**src/pgc_params.svh**
```systemverilog
// constants for the four-level gray/precode lane codec
`ifndef PGC_PARAMS_SVH
`define PGC_PARAMS_SVH

`define PGC_SHORT_LEN 13
`define PGC_LONG_LEN 31
`define PGC_SHORT_PERIOD 13'h1FFF
`define PGC_SHORT_SEED 13'h0001
`define PGC_LONG_SEED 31'h00000001
`define PGC_SYM_RST 2'h0
`define PGC_CNT_RST 13'h0000

`endif

```
**src/pgc_pkg.sv**
```systemverilog
// types and mapping functions for the four-level gray/precode lane codec
package pgc_pkg;

    typedef enum logic [1:0]
    {
        PGC_MODE_DATA = 2'b00,
        PGC_MODE_SHORT = 2'b01,
        PGC_MODE_LONG = 2'b10
    } pgc_mode_type;

    // level code: 00 is -1, 01 is -1/3, 10 is +1/3, 11 is +1
    typedef enum logic [1:0]
    {
        PGC_LVL_M1 = 2'b00,
        PGC_LVL_M13 = 2'b01,
        PGC_LVL_P13 = 2'b10,
        PGC_LVL_P1 = 2'b11
    } pgc_level_type;

    typedef enum logic
    {
        PGC_PAIR_EMPTY = 1'b0,
        PGC_PAIR_HALF = 1'b1
    } pgc_pair_type;

    function automatic logic [1:0] pgc_gray(input logic [1:0] ab);
        logic [1:0] sym;
        sym = {ab[1], ab[1] ^ ab[0]};
        return sym;
    endfunction : pgc_gray

    function automatic logic [1:0] pgc_ungray(input logic [1:0] sym);
        logic [1:0] ab;
        ab = {sym[1], sym[1] ^ sym[0]};
        return ab;
    endfunction : pgc_ungray

    function automatic pgc_level_type pgc_to_level(input logic [1:0] sym);
        pgc_level_type lvl;
        lvl = pgc_level_type'(sym);
        return lvl;
    endfunction : pgc_to_level

endpackage : pgc_pkg

```
**src/pgc_pat_if.sv**
```systemverilog
// carrier between the lane codec and its test pattern generators
interface pgc_pat_if;
    logic advance_short;
    logic advance_long;
    logic [1:0] short_pair;
    logic [1:0] long_pair;

    modport gen
    (
        input advance_short,
        input advance_long,
        output short_pair,
        output long_pair
    );

    modport user
    (
        output advance_short,
        output advance_long,
        input short_pair,
        input long_pair
    );
endinterface : pgc_pat_if

```
**src/pgc_codec.sv**
```systemverilog
// four-level gray/precode lane codec: transmit mapper, receive demapper, test patterns
//
// Overview of operation
// - incoming bits paired, first bit is high
// - pairs gray coded 00,01,11,10 to 0..3
// - symbols 0..3 map to levels -1..+1
// - gray coding precedes level encoding on transmit
// - optional precoder y = (x - y_prev) mod 4
// - receive decodes levels then inverse gray maps
// - receive decoder x = (y + y_prev) mod 4
// - receive decoder can be bypassed
// - short pattern: 13-bit sequence, 8191 symbols
// - short generator polynomial 1+x+x^2+x^12+x^13
// - simultaneous generators misaligned by distinct seeds
// - long pattern: 31-bit sequence, same mapping
`include "pgc_params.svh"

module pgc_codec
#(
    parameter logic [12:0] SHORT_SEED = `PGC_SHORT_SEED,
    parameter logic [30:0] LONG_SEED = `PGC_LONG_SEED
)
(
    input wire logic CORE_CLK,
    input wire logic RST_B,
    input wire pgc_pkg::pgc_mode_type TX_MODE,
    input wire logic TX_PRECODE_EN,
    input wire logic TX_BIT,
    input wire logic TX_BIT_VALID,
    input wire logic RX_DECODE_EN,
    input wire pgc_pkg::pgc_level_type RX_LEVEL,
    input wire logic RX_LEVEL_VALID,
    output pgc_pkg::pgc_level_type TX_LEVEL,
    output logic TX_LEVEL_VALID,
    output logic TX_PAT_WRAP,
    output logic RX_BIT_A,
    output logic RX_BIT_B,
    output logic RX_PAIR_VALID
);
    import pgc_pkg::*;

    pgc_pat_if pat ();

    pgc_prbs
    #(
        .SHORT_SEED(SHORT_SEED),
        .LONG_SEED(LONG_SEED)
    )
    u_prbs
    (
        .clk(CORE_CLK),
        .rst_b(RST_B),
        .pat(pat)
    );

    // true for the data mode and for the unused code, which behaves as data
    function automatic logic mode_is_data(input pgc_mode_type mode);
        logic is_data;
        is_data = (mode != PGC_MODE_SHORT) && (mode != PGC_MODE_LONG);
        return is_data;
    endfunction : mode_is_data

    // y = (x - y_prev) mod 4; the two-bit width does the modulo
    function automatic logic [1:0] precode_sym(input logic [1:0] x, input logic [1:0] y_prev);
        logic [1:0] y;
        y = x - y_prev;
        return y;
    endfunction : precode_sym

    // x = (y + y_prev) mod 4
    function automatic logic [1:0] decode_sym(input logic [1:0] y, input logic [1:0] y_prev);
        logic [1:0] x;
        x = y + y_prev;
        return x;
    endfunction : decode_sym

    // bit pairing state
    pgc_pair_type pair_state;
    pgc_pair_type next_pair_state;
    logic first_bit;
    logic next_first_bit;
    pgc_mode_type last_mode;
    pgc_mode_type next_last_mode;
    logic [1:0] data_pair;
    logic data_fire;

    // pattern period state
    logic [12:0] short_cnt;
    logic [12:0] next_short_cnt;
    logic next_tx_pat_wrap;

    // symbol output state
    logic [1:0] prec_state;
    logic [1:0] next_prec_state;
    pgc_level_type next_tx_level;
    logic next_tx_level_valid;
    logic [1:0] tx_pair;
    logic tx_fire;
    logic [1:0] gray_sym;
    logic [1:0] out_sym;

    // receive state
    logic [1:0] dec_state;
    logic [1:0] next_dec_state;
    logic next_rx_bit_a;
    logic next_rx_bit_b;
    logic next_rx_pair_valid;
    logic [1:0] rx_sym;
    logic [1:0] rx_data_sym;
    logic [1:0] rx_ab;

    always_comb
    begin
        next_pair_state = pair_state;
        next_first_bit = first_bit;
        next_last_mode = TX_MODE;
        data_pair = 2'h0;
        data_fire = 1'b0;
        if (!mode_is_data(TX_MODE))
        begin
            // bits offered during a pattern run are ignored
            next_pair_state = PGC_PAIR_EMPTY;
        end
        else
        begin
            // a half pair left over from a pattern run is dropped
            if (!mode_is_data(last_mode))
            begin
                next_pair_state = PGC_PAIR_EMPTY;
            end
            if (TX_BIT_VALID)
            begin
                if (next_pair_state == PGC_PAIR_EMPTY)
                begin
                    next_first_bit = TX_BIT;
                    next_pair_state = PGC_PAIR_HALF;
                end
                else
                begin
                    data_pair = {first_bit, TX_BIT};
                    data_fire = 1'b1;
                    next_pair_state = PGC_PAIR_EMPTY;
                end
            end
        end
    end

    always_ff @(posedge CORE_CLK)
    begin
        if (!RST_B)
        begin
            pair_state <= PGC_PAIR_EMPTY;
            first_bit <= 1'b0;
            last_mode <= PGC_MODE_DATA;
        end
        else
        begin
            pair_state <= next_pair_state;
            first_bit <= next_first_bit;
            last_mode <= next_last_mode;
        end
    end

    always_comb
    begin
        next_short_cnt = short_cnt;
        next_tx_pat_wrap = 1'b0;
        pat.advance_short = (TX_MODE == PGC_MODE_SHORT);
        pat.advance_long = (TX_MODE == PGC_MODE_LONG);
        if (TX_MODE == PGC_MODE_SHORT)
        begin
            // the count restarts whenever the short pattern is entered
            if (short_cnt == (`PGC_SHORT_PERIOD - 13'h0001) || last_mode != TX_MODE)
            begin
                next_short_cnt = `PGC_CNT_RST;
            end
            else
            begin
                next_short_cnt = short_cnt + 13'h0001;
            end
            next_tx_pat_wrap = (next_short_cnt == `PGC_CNT_RST);
        end
    end

    always_ff @(posedge CORE_CLK)
    begin
        if (!RST_B)
        begin
            short_cnt <= `PGC_CNT_RST;
            TX_PAT_WRAP <= 1'b0;
        end
        else
        begin
            short_cnt <= next_short_cnt;
            TX_PAT_WRAP <= next_tx_pat_wrap;
        end
    end

    always_comb
    begin
        next_prec_state = prec_state;
        next_tx_level = TX_LEVEL;
        next_tx_level_valid = 1'b0;
        unique case (TX_MODE)
            PGC_MODE_SHORT:
            begin
                // one pattern symbol every clock
                tx_pair = pat.short_pair;
                tx_fire = 1'b1;
            end
            PGC_MODE_LONG:
            begin
                tx_pair = pat.long_pair;
                tx_fire = 1'b1;
            end
            default:
            begin
                tx_pair = data_pair;
                tx_fire = data_fire;
            end
        endcase
        gray_sym = pgc_gray(tx_pair);
        if (TX_PRECODE_EN)
        begin
            out_sym = precode_sym(gray_sym, prec_state);
        end
        else
        begin
            out_sym = gray_sym;
        end
        if (tx_fire)
        begin
            // the delay follows every emitted symbol, so enabling later starts clean
            next_prec_state = out_sym;
            next_tx_level = pgc_to_level(out_sym);
            next_tx_level_valid = 1'b1;
        end
    end

    always_ff @(posedge CORE_CLK)
    begin
        if (!RST_B)
        begin
            prec_state <= `PGC_SYM_RST;
            TX_LEVEL <= PGC_LVL_M1;
            TX_LEVEL_VALID <= 1'b0;
        end
        else
        begin
            prec_state <= next_prec_state;
            TX_LEVEL <= next_tx_level;
            TX_LEVEL_VALID <= next_tx_level_valid;
        end
    end

    always_comb
    begin
        next_dec_state = dec_state;
        next_rx_bit_a = RX_BIT_A;
        next_rx_bit_b = RX_BIT_B;
        next_rx_pair_valid = 1'b0;
        rx_sym = RX_LEVEL;
        if (RX_DECODE_EN)
        begin
            rx_data_sym = decode_sym(rx_sym, dec_state);
        end
        else
        begin
            rx_data_sym = rx_sym;
        end
        rx_ab = pgc_ungray(rx_data_sym);
        if (RX_LEVEL_VALID)
        begin
            // delay tracks the line even while bypassed, so enabling is clean
            next_dec_state = rx_sym;
            next_rx_bit_a = rx_ab[1];
            next_rx_bit_b = rx_ab[0];
            next_rx_pair_valid = 1'b1;
        end
    end

    always_ff @(posedge CORE_CLK)
    begin
        if (!RST_B)
        begin
            dec_state <= `PGC_SYM_RST;
            RX_BIT_A <= 1'b0;
            RX_BIT_B <= 1'b0;
            RX_PAIR_VALID <= 1'b0;
        end
        else
        begin
            dec_state <= next_dec_state;
            RX_BIT_A <= next_rx_bit_a;
            RX_BIT_B <= next_rx_bit_b;
            RX_PAIR_VALID <= next_rx_pair_valid;
        end
    end
endmodule : pgc_codec

```
**src/pgc_prbs.sv**
```systemverilog
// pseudo-random bit pair generators for the short and long test patterns
`include "pgc_params.svh"

module pgc_prbs
#(
    parameter logic [12:0] SHORT_SEED = `PGC_SHORT_SEED,
    parameter logic [30:0] LONG_SEED = `PGC_LONG_SEED
)
(
    input wire logic clk,
    input wire logic rst_b,
    pgc_pat_if.gen pat
);
    import pgc_pkg::*;

    logic [12:0] short_state;
    logic [12:0] next_short_state;
    logic [30:0] long_state;
    logic [30:0] next_long_state;
    logic [12:0] s_mid;
    logic [30:0] l_mid;
    logic [12:0] s_two;
    logic [30:0] l_two;

    // one shift of 1 + x + x^2 + x^12 + x^13
    function automatic logic [12:0] short_step(input logic [12:0] s);
        return {s[11:0], s[12] ^ s[11] ^ s[1] ^ s[0]};
    endfunction : short_step

    // one shift of 1 + x^28 + x^31
    function automatic logic [30:0] long_step(input logic [30:0] s);
        return {s[29:0], s[30] ^ s[27]};
    endfunction : long_step

    always_comb
    begin
        s_mid = short_step(short_state);
        l_mid = long_step(long_state);
        s_two = short_step(s_mid);
        l_two = long_step(l_mid);
        next_short_state = short_state;
        next_long_state = long_state;
        // first generated bit becomes the high bit of the pair
        pat.short_pair = {s_mid[0], s_two[0]};
        pat.long_pair = {l_mid[0], l_two[0]};
        if (pat.advance_short)
        begin
            next_short_state = s_two;
        end
        if (pat.advance_long)
        begin
            next_long_state = l_two;
        end
        // a zero state would lock up; force a legal one
        if (next_short_state == 13'h0000)
        begin
            next_short_state = 13'h0001;
        end
        if (next_long_state == 31'h00000000)
        begin
            next_long_state = 31'h00000001;
        end
    end

    always_ff @(posedge clk)
    begin
        if (!rst_b)
        begin
            // per-lane seeds keep simultaneous generators misaligned
            short_state <= (SHORT_SEED == 13'h0000) ? 13'h0001 : SHORT_SEED;
            long_state <= (LONG_SEED == 31'h00000000) ? 31'h00000001 : LONG_SEED;
        end
        else
        begin
            short_state <= next_short_state;
            long_state <= next_long_state;
        end
    end
endmodule : pgc_prbs

```
**config.mk**
```make
export PLATFORM = sky130hd
export DESIGN_NAME = pgc_codec
export DESIGN_NICKNAME = d
export VERILOG_FILES = /design/src/pgc_pkg.sv /design/src/pgc_pat_if.sv /design/src/pgc_codec.sv /design/src/pgc_prbs.sv
export VERILOG_INCLUDE_DIRS = /design/src
export SDC_FILE = /design/constraint.sdc
export NUM_CORES = 1
export LEC_CHECK = 0
export ABC_AREA = 1
export ABC_CLOCK_PERIOD_IN_PS = 2300
export BUFFER_PORTS_ARGS = -buffer_cell sky130_fd_sc_hd__buf_2
export CAP_MARGIN = 25
export CORE_AREA = 2 2 83 85
export CTS_CLUSTER_SIZE = 30
export DETAILED_ROUTE_END_ITERATION = 8
export DIE_AREA = 0 0 85 87
export PLACE_DENSITY_LB_ADDON = 0.05
export REMOVE_ABC_BUFFERS = 1
export SYNTH_ARGS = -nofsm -noshare
export SYNTH_HDL_FRONTEND = slang
export SYNTH_SLANG_ARGS = --single-unit
```
**constraint.sdc**
```tcl
create_clock -name CORE_CLK -period 2.3 [get_ports CORE_CLK]
set_clock_uncertainty 0.1 [all_clocks]
set_input_delay 0.23 -clock CORE_CLK [delete_from_list [all_inputs] [get_ports CORE_CLK]]
set_output_delay 0.23 -clock CORE_CLK [all_outputs]
set_load 0.01 [all_outputs]
```
# --- After elaboration in Yosys (flattened, before gate mapping) ---
# Index checks and enable logic that the tools add are counted.
classes:
  muxes: 20
  mul: 0
  bitwise_logic: 12
  n_eq_ne: 8
  shift: 0
  div_mod_pow: 0
  reduce_logical: 12
  magnitude_cmp: 0
  addsub: 3
op_table:
  columns: ["op", "n"]
  rows:
  - ["two-way mux 13 bit", 3]
  - ["zero test 31 bit", 1]
  - ["two-way mux 31 bit", 1]
  - ["zero test 13 bit", 2]
  - ["adder 13 x 1 -> 13 bit (second input constant)", 1]
  - ["equality test 13 bit (second input constant)", 1]
  - ["two-way mux 1 bit", 10]
  - ["two-way mux 2 bit", 5]
  - ["bitwise XOR 1 bit", 10]
  - ["OR reduction 2 bit", 3]
  - ["inequality test 2 x 1 -> 1 bit (second input constant)", 2]
  - ["inequality test 2 bit (second input constant)", 2]
  - ["one-hot mux 2 bit (2 select lines)", 1]
  - ["AND reduction 2 bit", 2]
  - ["AND reduction 3 bit", 1]
  - ["adder 2 bit", 1]
  - ["equality test 2 x 1 -> 1 bit (second input constant)", 1]
  - ["equality test 2 bit (second input constant)", 1]
  - ["logical AND 1 bit", 2]
  - ["inequality test 2 bit", 1]
  - ["NOT 1 bit", 2]
  - ["subtractor 2 bit", 1]
  - ["logical OR 1 bit", 1]
word_totals:
  ram_bits: 0
  memories: 0
  latch_bits: 0
  inputBits: 11
  elab_cells: 68
  mem_bits_ro: 0
  regBits: 70

# --- Longest topological paths before layout ---
# Gate-level depths: netlist of run 1.
depth:
  ltp_word: 11
  depth_mapped: 19
  ltp_nobuf: 17

# --- Cells and area by module ---
# A second synthesis of run 1 with hierarchy kept.
unflattened:
  cells_unflattened: 575
  hier_area_um2: 3651.0
by_module_without_submodules:
  columns: ["module", "n_inst", "area_per_inst_um2", "cells_each"]
  rows:
  - ["pgc_prbs", 1, 2020.7, 330]
  - ["pgc_codec", 1, 1630.3, 245]

# --- Worst setup path before layout of run 1 ---
# Ideal clock, no wire load.
synth_path:
  kind: "input -> register"
  startpoint: "input port TX_MODE[0]"
  endpoint: "register prec_state[1]"
  arrival_time_ns: 1.921
  path_slack_ns: 0.168
  path_stages: 18
  path_buffers: 2
  setup_ns: 0.110
  path_cell_list: "inv_1 > ha_1 > buf_6 > buf_6 > nand2_1 > nor2_1 > nor2_1 > nand2_1 > nand2_1 > nand3_1 > and2_1 > ha_1 > a21oi_1 > o21ai_0 > xnor2_1 > nand2_1 > nand3_1 > inv_1"
synth_via:
  elab_chain_cells: 7
synth_rtl:
  columns: ["item", "line", "text"]
  rows:
  - ["start: declaration", "pgc_codec.sv:26", "input wire pgc_pkg::pgc_mode_type TX_MODE,"]
  - ["inequality test 2 x 1 -> 1 bit / inequality test 2 bit (equally long branches)", "pgc_codec.sv:59", "is_data = (mode != PGC_MODE_SHORT) && (mode != PGC_MODE_LONG);"]
  - ["logical AND 1 bit", "pgc_codec.sv:59", null]
  - ["two-way mux 2 bit", "pgc_codec.sv:119", "if (!mode_is_data(TX_MODE))"]
  - ["one-hot mux 2 bit (2 select lines)", "pgc_codec.sv:204", "unique case (TX_MODE)"]
  - ["bitwise XOR 1 bit", "pgc_pkg.sv:28", "sym = {ab[1], ab[1] ^ ab[0]};"]
  - ["subtractor 2 bit", "pgc_codec.sv:66", "y = x - y_prev;"]
  - ["two-way mux 2 bit", "pgc_codec.sv:223", "if (TX_PRECODE_EN)"]
  - ["end signal: assignment", "pgc_codec.sv:244", "prec_state <= `PGC_SYM_RST;"]
  - ["end signal: assignment", "pgc_codec.sv:250", "prec_state <= next_prec_state;"]
  - ["end: declaration", "pgc_codec.sv:93", "logic [1:0] prec_state;"]
# Parallel ways exist; a longest one is shown, timed or not.
# A chain may end at the register's enable or synchronous reset.

# --- Final worst setup path of run 1 ---
layout_path:
  startpoint: "register u_prbs.short_state[1]"
  endpoint: "register prec_state[1]"
layout_via:
  elab_chain_cells: 7
layout_rtl:
  columns: ["item", "line", "text"]
  rows:
  - ["start: declaration", "pgc_prbs.sv:16", "logic [12:0] short_state;"]
  - ["start signal: assignment", "pgc_prbs.sv:70", "short_state <= (SHORT_SEED == 13'h0000) ? 13'h0001 : SHORT_SEED;"]
  - ["start signal: assignment", "pgc_prbs.sv:75", "short_state <= next_short_state;"]
  - ["bitwise XOR 1 bit (*) (2 in series)", "pgc_prbs.sv:27", "return {s[11:0], s[12] ^ s[11] ^ s[1] ^ s[0]};"]
  - ["bitwise XOR 1 bit", "pgc_prbs.sv:27", null]
  - ["one-hot mux 2 bit (2 select lines) (*)", "pgc_codec.sv:204", null]
  - ["bitwise XOR 1 bit", "pgc_pkg.sv:28", null]
  - ["subtractor 2 bit", "pgc_codec.sv:66", null]
  - ["two-way mux 2 bit (*)", "pgc_codec.sv:223", null]
# Mark *: on every way between the ends. The rest lies on a longest branch, timed or not.

==> out/qor_table.md, run 1 <==
| Quantity | Reported |
|:---|:---|
| Arrival time at the worst endpoint | 2220 ps |
| DRC marker count from the first detailed-route iteration | 96 |
| Placer congestion estimate | 0.812 |
| Count of state elements after synthesis | 70 |
| Post-DRT Antenna Nets | 0 |
| Unrepaired setup endpoints after global routing | false |
| Number of buffers added on ports | 17 |
| Synthesis-to-finish area growth | 11.9% |
| Die boundary height | 87 microns |
| Final setup violation count | 0 |
| Antenna cells | 0 |
| Final standard cell area without fillers | 3910 sq um |
| Ratio of final minimum period to clock period | 90.4% |
| Part of the power in registers | 45.4% |
| Pin slew with the least headroom to its limit | 487 ps |
| Synth area leaders | sky130_fd_sc_hd__dfxtp_1 40%, sky130_fd_sc_hd__nand2_1 9.8%, sky130_fd_sc_hd__o21ai_0 7.9% |
| Number of warning messages in the yosys log | 0 |
| Die area | 7400 sq um |
| Detail-routed via count per cell | 4.96 |
| Hold path start | TX_MODE[1] |
| Max-Cap Viols | 0 |
| Most common cell after layout, fill and taps aside | sky130_fd_sc_hd__nand2_1 |
| Vias in the first global route | 2,696 |
| Sink Count | 70 |
| Core Area | 6570 sq um |
| Number of cells on the worst hold path | 3 |
| Routed wire length | 6680 microns |
| Total chip power | 2920 uW |
| Final Hold Violating Endpoints | 0 |
| Syn Inst Count | 487 |
| Maximum level of the CTS H-tree | 3 |
| Commonest cells after routing, fill and taps aside | 90 x sky130_fd_sc_hd__nand2_1, 68 x sky130_fd_sc_hd__dfxtp_1, 68 x sky130_fd_sc_hd__inv_1 |
| Initial cell density of the core | 53.2% |
| Average footprint of a synthesized cell | 7.18 sq um |
| Gr ovfl total | 0 |
| Part of the power in the clock network | 41.0% |
| Yosys cell types | 34 |
| Clock latency of the later-clocked register in the worst-skew pair | 330 ps |
| Kind of end point of the critical path | flip-flop |
| Sw power | 726 uW |
| Number of nets in the layout | 529 |
| Detail Placement HPWL | 4910 microns |
| Run status | finished clean |
| Number of top-level design ports | 18 |
| Layout cell share with drive strength beyond 1 | 16.3% |
| Pint | 2190 uW |
| Initial antenna violation count | 0 |
| Count of final max-slew check failures | 0 |
| WL/cell | 11.2 microns |
| Worst path required time | 2440 ps |
| Maximum operating frequency | 481 MHz |
| Class of the most critical hold timing path | in2reg |
| Power density over cell area | 747 nW/um^2 |
| Post-CTS setup buffer count | 0 |
| Launch instance of the worst register-to-register path | u_prbs.short_state[1]$_SDFF_PP0_ |
| Largest fanout on the critical path | 3 |
| Register area share after synthesis | 40.1% |
| CTS Buffer Depth | 2 |
| Standard-cell row count | 30 |
| Proportion of total power due to net switching | 24.9% |
| TritonCTS clock tree | yes |
| Wire length of the first global-routing pass | 11,500 microns |
| Share of power burned in combinational logic | 13.6% |
| Die Width | 85 microns |
| Leak Pwr | 0.00172 uW |
| Max_slew headroom | 67.5% |
| Global-route total usage across every layer | 19.3% |
| Total via count in the routed design | 2,954 |
| Cts bufs inserted | 9 |
| Worst hold slack | 39.4 ps |
| Maximum resistive drop on vdd | 403 uV |
| Clock transition at the registers of the reported paths | 80 ps |
| Maximum number of pins on one net before global-route repair | 39 |
| Reg2reg end | prec_state[1]$_SDFFE_PN0P_ |
| CTS Root Cell | sky130_fd_sc_hd__clkbuf_8 |
| Detailed-route DRC error count | 0 |
| Number of cells on the worst reg-to-reg path | 16 |
| Category of the worst setup path launch point | flip-flop |
| Setup slack on the worst flop-to-flop path | 220 ps |
| Final Critical Period | 2080 ps |
| Cell type contributing the most total cell area after synthesis | sky130_fd_sc_hd__dfxtp_1 |
| Syn Std Cell Area | 3490 sq um |
| Placed inst area | 3650 sq um |
| Min-Delay Endpoint | last_mode[1]$_SDFF_PN0_ |
| First-pass iteration count of the detailed router | 4 |
| Total negative slack for setup checks | 0 ps |
| Share of Yosys cell area claimed by the top area cell type | 40.1% |
| Type of the setup path with the least slack | reg2reg |
-- cell usage after synthesis --
| cell type | count |
|---|---|
| sky130_fd_sc_hd__buf_12 | 2 |
| sky130_fd_sc_hd__a21boi_0 | 1 |
| sky130_fd_sc_hd__o21ai_0 | 55 |
| sky130_fd_sc_hd__a31o_2 | 1 |
| sky130_fd_sc_hd__nor3_1 | 1 |
| sky130_fd_sc_hd__dfxtp_1 | 70 |
| sky130_fd_sc_hd__clkbuf_1 | 6 |
| sky130_fd_sc_hd__xor2_1 | 3 |
| sky130_fd_sc_hd__nor3_2 | 2 |
| sky130_fd_sc_hd__nand2_2 | 1 |
| sky130_fd_sc_hd__nand3b_1 | 4 |
| sky130_fd_sc_hd__o211ai_1 | 1 |
| sky130_fd_sc_hd__nand2_1 | 91 |
| sky130_fd_sc_hd__nor2_2 | 21 |
| sky130_fd_sc_hd__nand3_2 | 1 |
| sky130_fd_sc_hd__a21oi_1 | 21 |
| sky130_fd_sc_hd__a21o_1 | 1 |
| sky130_fd_sc_hd__o21ai_1 | 7 |
| sky130_fd_sc_hd__inv_2 | 1 |
| sky130_fd_sc_hd__o21a_1 | 2 |
| sky130_fd_sc_hd__nand3_1 | 24 |
| sky130_fd_sc_hd__mux2i_1 | 3 |
| sky130_fd_sc_hd__or2_2 | 5 |
| sky130_fd_sc_hd__and2_1 | 1 |
| sky130_fd_sc_hd__buf_2 | 1 |
| sky130_fd_sc_hd__o22ai_1 | 1 |
| sky130_fd_sc_hd__nand4_1 | 10 |
| sky130_fd_sc_hd__ha_1 | 8 |
| sky130_fd_sc_hd__inv_1 | 68 |
| sky130_fd_sc_hd__xnor2_1 | 3 |
| sky130_fd_sc_hd__buf_6 | 10 |
| sky130_fd_sc_hd__nand2_4 | 1 |
| sky130_fd_sc_hd__nor2_1 | 59 |
| sky130_fd_sc_hd__or2_1 | 1 |
-- state kept, by name, summed over array words and instances, names as in the netlist --
name and flops:
first_bit 1, short_cnt 13, RX_PAIR_VALID 1, u_prbs.long_state 31
prec_state 2, pair_state 1, RX_BIT_B 1, dec_state 2
u_prbs.short_state 13, TX_PAT_WRAP 1, last_mode 2, TX_LEVEL_VALID 1
RX_BIT_A 1
-- how the worst max path moves through the flow --
stage                                                 start                                to  cells past startpoint
after floorplan                                  TX_MODE[0]        prec_state[1]$_SDFFE_PN0P_                     17
after global placement                           TX_MODE[0]  u_prbs.long_state[16]$_SDFF_PP0_                     12
after detailed placement                         TX_MODE[0]  u_prbs.long_state[16]$_SDFF_PP0_                     12
after CTS                 u_prbs.short_state[12]$_SDFF_PP0_        prec_state[1]$_SDFFE_PN0P_                     15
after global routing       u_prbs.short_state[1]$_SDFF_PP0_        prec_state[1]$_SDFFE_PN0P_                     16
final                      u_prbs.short_state[1]$_SDFF_PP0_        prec_state[1]$_SDFFE_PN0P_                     16
-- metrics by stage --
| stage | utilization [%] | cells | setup slack (ps) |
|---|---|---|---|
| global route | 59.5 | 595 | 0.660 |
| CTS | 59.4 | 595 | 137 |
| finish | 59.5 | 595 | 220 |
| floorplan | - | 468 | -451 |
| global placement | 55.6 | 579 | 5.29 |
| detailed placement | 55.6 | 579 | -1.46 |
-- routing by layer --
| layer | vias up | GRT usage [%] | routed length (microns) | part of all wire, % |
|---|---|---|---|---|
| met4 | 0 | 9.09 | 106 | 1.6 |
| met1 | 1334 | 23.5 | 3210 | 48 |
| met5 | - | 0 | 0 | 0 |
| li1 | 1591 | - | - | - |
| met2 | 21 | 33.4 | 3230 | 48 |
| met3 | 8 | 3.13 | 137 | 2.0 |
-- worst max-delay path, cell delays in order (launching register included) --
cell and delay [ps]:
sky130_fd_sc_hd__dfxtp_2 330, sky130_fd_sc_hd__inv_1 90, sky130_fd_sc_hd__nand2_1 80, sky130_fd_sc_hd__nand2_1 100, sky130_fd_sc_hd__nand2_1 60, sky130_fd_sc_hd__nand3_1 100
sky130_fd_sc_hd__nand2_1 70, sky130_fd_sc_hd__nand2_1 80, sky130_fd_sc_hd__nand3_1 80, sky130_fd_sc_hd__and2_1 170, sky130_fd_sc_hd__ha_1 200, sky130_fd_sc_hd__a21oi_2 130
sky130_fd_sc_hd__o21ai_1 80, sky130_fd_sc_hd__xnor2_1 160, sky130_fd_sc_hd__nand2_1 60, sky130_fd_sc_hd__nand3_1 60, sky130_fd_sc_hd__inv_1 40
-- cells by family (layout without fill, tap and decap cells) --
| kind of cell | Yosys count | count (layout) | share of synthesized area (%) |
|---|---|---|---|
| buf+inv | 88 | 116 | 12.6 |
| simple gates | 222 | 222 | 28.7 |
| fa+ha+maj | 8 | 8 | 2.86 |
| mux | 3 | 3 | 0.859 |
| compound gates | 90 | 90 | 13.4 |
| xor+xnor | 6 | 6 | 1.50 |
| flops | 70 | 70 | 40.1 |
-- cell type report --
type	count	area [sq um]
inverter	69	259
tap	80	100
clock inverter	6	109
timing repair buffer	31	240
sequential	70	1400
clock buffer	10	138
multi-input combinational	329	1660
fill	629	2660
-- power groups by stage --
stage                     Clock (uW)  Sequential, uW  Combinational (uW)
after floorplan                    0            1350                 267
after global placement             0            1350                 391
after detailed placement           0            1350                 396
after CTS                       1230            1320                 399
after global routing            1280            1330                 456
final                           1200            1320                 397
-- timing repair --
action                                  4_1_cts  5_1_grt
gates resized for setup                       0        6
endpoints found under the setup margin        0        1
hold buffers                                  0        0
Power figures use the tool's default switching activity.
==> run 2: changes to the inputs <==
Settings changed: CORE_AREA 2 2 83 85 to 2 2 96 75, DIE_AREA 0 0 85 87 to 0 0 98 77.
==> out/qor_table.md, run 2 (same netlist as run 1, synthesis figures left out) <==
| Quantity | Reported | Delta |
|:---|:---|:---|
| Crit path launch | u_prbs.short_state[12]$_SDFF_PP0_ |  |
| TritonCTS clock tree | yes |  |
| Die Width | 98 microns | +15% |
| Initial antenna violation count | 0 | unchanged |
| Max reg flops | 31 | unchanged |
| Class of the most critical hold timing path | in2reg |  |
| Power density over cell area | 740 nW/um^2 | -0.94% |
| Number of top-level design ports | 18 | unchanged |
| Layout cell share with drive strength beyond 1 | 17.4% | +1.1 points |
| Cts bufs inserted | 9 | unchanged |
| Wire length of the first global-routing pass | 11,800 microns | +2.4% |
| Most common cell after layout, fill and taps aside | sky130_fd_sc_hd__nand2_1 |  |
| Post-DRT Antenna Nets | 0 | unchanged |
| Cell-by-cell listing of the critical path | nand2_1 > inv_1 > nor2_1 > nand2_1 > nand3_1 > nand2_1 > nand2_1 > nand2_1 > and2_1 > ha_1 > a21oi_1 > o21ai_0 > xnor2_1 > nand2_1 > nand3_1 > inv_1 |  |
| Crit path to | prec_state[1]$_SDFFE_PN0P_ |  |
| Biggest register | u_prbs.long_state |  |
| Unrepaired setup endpoints after global routing | false |  |
| Detail-routed via count per cell | 4.87 | -1.8% |
| Reg2reg end | prec_state[1]$_SDFFE_PN0P_ |  |
| Standard-cell row count | 26 | -13% |
| Number of cells on the worst reg-to-reg path | 16 | unchanged |
| Total chip power | 2930 uW | +0.39% |
| Arrival time at the worst endpoint | 2260 ps | +40 ps |
| Die boundary height | 77 microns | -11% |
| Total via count in the routed design | 2,959 | +0.17% |
| Ratio of final minimum period to clock period | 91.7% | +1.3 points |
| Utilization after layout | 60.0% | +0.48 points |
| Max-Cap Viols | 0 | unchanged |
| Non-filler instance count after layout | 607 | +2.0% |
| Count of final max-slew check failures | 0 | unchanged |
| Worst path required time | 2450 ps | about the same |
| Placer congestion estimate | 0.811 | about the same |
| Number of nets in the layout | 537 | +1.5% |
| Clock latency of the later-clocked register in the worst-skew pair | 340 ps | about the same |
| Commonest cells after routing, fill and taps aside | 91 x sky130_fd_sc_hd__nand2_1, 68 x sky130_fd_sc_hd__dfxtp_1, 67 x sky130_fd_sc_hd__inv_1 |  |
| WL/cell | 11.1 microns | -0.74% |
| Final Critical Period | 2110 ps | +30.2 ps |
| Initial cell density of the core | 52.9% | -0.28 points |
| Run status | finished clean |  |
| DRC marker count from the first detailed-route iteration | 124 | +29% |
| Master of the slowest instance on the critical path | sky130_fd_sc_hd__dfxtp_2 |  |
| Largest registers | u_prbs.long_state: 31 flops, short_cnt: 13 flops, u_prbs.short_state: 13 flops |  |
| Detail Placement HPWL | 4960 microns | +1.1% |
| Setup slack on the worst flop-to-flop path | 190 ps | -30 ps |
| Final setup violation count | 0 | unchanged |
| Detailed-route DRC error count | 0 | unchanged |
| Largest fanout on the critical path | 4 | +1 |
| Gr ovfl total | 0 | unchanged |
| Max_slew headroom | 73.6% | +6.0 points |
| Antenna cells | 0 | unchanged |
| Maximum level of the CTS H-tree | 3 | unchanged |
| Maximum operating frequency | 474 MHz | -1.4% |
| Routed wire length | 6770 microns | +1.3% |
| Worst-case setup margin in the final layout | 190 ps | -30.2 ps |
| Critical Path Max Stage Delay | 340 ps | about the same |
| Vias in the first global route | 2,605 | -3.4% |
| Sink Count | 70 | unchanged |
| Synthesis-to-finish area growth | 13.4% |  |
| Hold-fix buffers, CTS | 0 | unchanged |
| Number of buffers added on ports | 17 | unchanged |
| First-pass iteration count of the detailed router | 4 | unchanged |
| Clock transition at the registers of the reported paths | 80 ps | about the same |
| Leak Pwr | 0.00175 uW | +1.6% |
| Type of the setup path with the least slack | reg2reg |  |
| Post-CTS setup buffer count | 0 | unchanged |
| Global-route total usage across every layer | 19.2% | -0.17 points |
| Final Hold Violating Endpoints | 0 | unchanged |
| Category of the worst setup path launch point | flip-flop |  |
| Pre-CTS setup slack | -7.85 ps | -6.39 ps |
| Maximum resistive drop on vdd | 455 uV | +13% |
| CTS Buffer Depth | 2 | unchanged |
| Kind of end point of the critical path | flip-flop |  |
| Placed cells | 591 | +2.1% |
| Crit path top cell by count | sky130_fd_sc_hd__nand2_1 |  |
| Total negative slack for setup checks | 0 ps | unchanged |
| Core Area | 6600 sq um | +0.53% |
| CTS Root Cell | sky130_fd_sc_hd__clkbuf_8 |  |
| Pin slew with the least headroom to its limit | 393 ps | -94.3 ps |
| Die area | 7550 sq um | +2.0% |
| Launch instance of the worst register-to-register path | u_prbs.short_state[12]$_SDFF_PP0_ |  |
| Maximum number of pins on one net before global-route repair | 27 | -31% |
run 2: worst min-delay path by stage:
stage | start | to | slack, ps | depth (start not counted)
final | RX_LEVEL[1] | dec_state[1]$_SDFFE_PN0P_ | 50 | 3
after global routing | TX_MODE[1] | last_mode[1]$_SDFF_PN0_ | 40 | 3
after CTS | TX_MODE[1] | last_mode[1]$_SDFF_PN0_ | 30 | 3
after detailed placement | first_bit$_SDFFE_PN0P_ | first_bit$_SDFFE_PN0P_ | 360 | 2
after global placement | first_bit$_SDFFE_PN0P_ | first_bit$_SDFFE_PN0P_ | 350 | 2
after floorplan | RST_B | u_prbs.short_state[0]$_SDFF_PP1_ | 210 | 1
run 2: layout make-up:
class	count	area (sq um)
Clock inverter	5	106
Clock buffer	11	141
Tap cell	84	105
Fill cell	638	2640
Timing Repair Buffer	39	288
Inverter	69	259
Multi-Input combinational cell	329	1660
Sequential cell	70	1400
run 2: worst max-delay path: cells and delay by family (launching register included):
family	cells	cell delay, ps
AOI/OAI and AO/OA	2	240
buffers and inverters	2	90
and+or+nand+nor	10	910
DFF	1	340
xor gates and xnor gates	1	160
adders and majority gates	1	190
run 2: what timing repair did:
action	4_1_cts	5_1_grt
endpoints found under the hold margin	0	0
resized for setup	0	6
endpoints found under the setup margin	0	1
run 2: through the flow:
stage          instance area [sq um]  hold WS [ps]
2_1_floorplan                   3310           215
3_3_place_gp                    3710           355
3_5_place_dp                    3710           358
4_1_cts                         3960          26.0
5_1_grt                         3960          42.2
6_report                        3960          45.3
run 2: layer usage:
layer / vias up / track usage [%] / wire (microns)
met4: 0 / 5.56 / 67
met1: 1283 / 26.6 / 3610
li1: 1616 / - / -
met3: 7 / 7.38 / 396
met2: 53 / 27.7 / 2700
met5: - / 0 / 0
run 2: report_power, final:
group	switching (uW)	internal, uW
Sequential	45.3	1280
Clock	448	752
Combinational	234	171
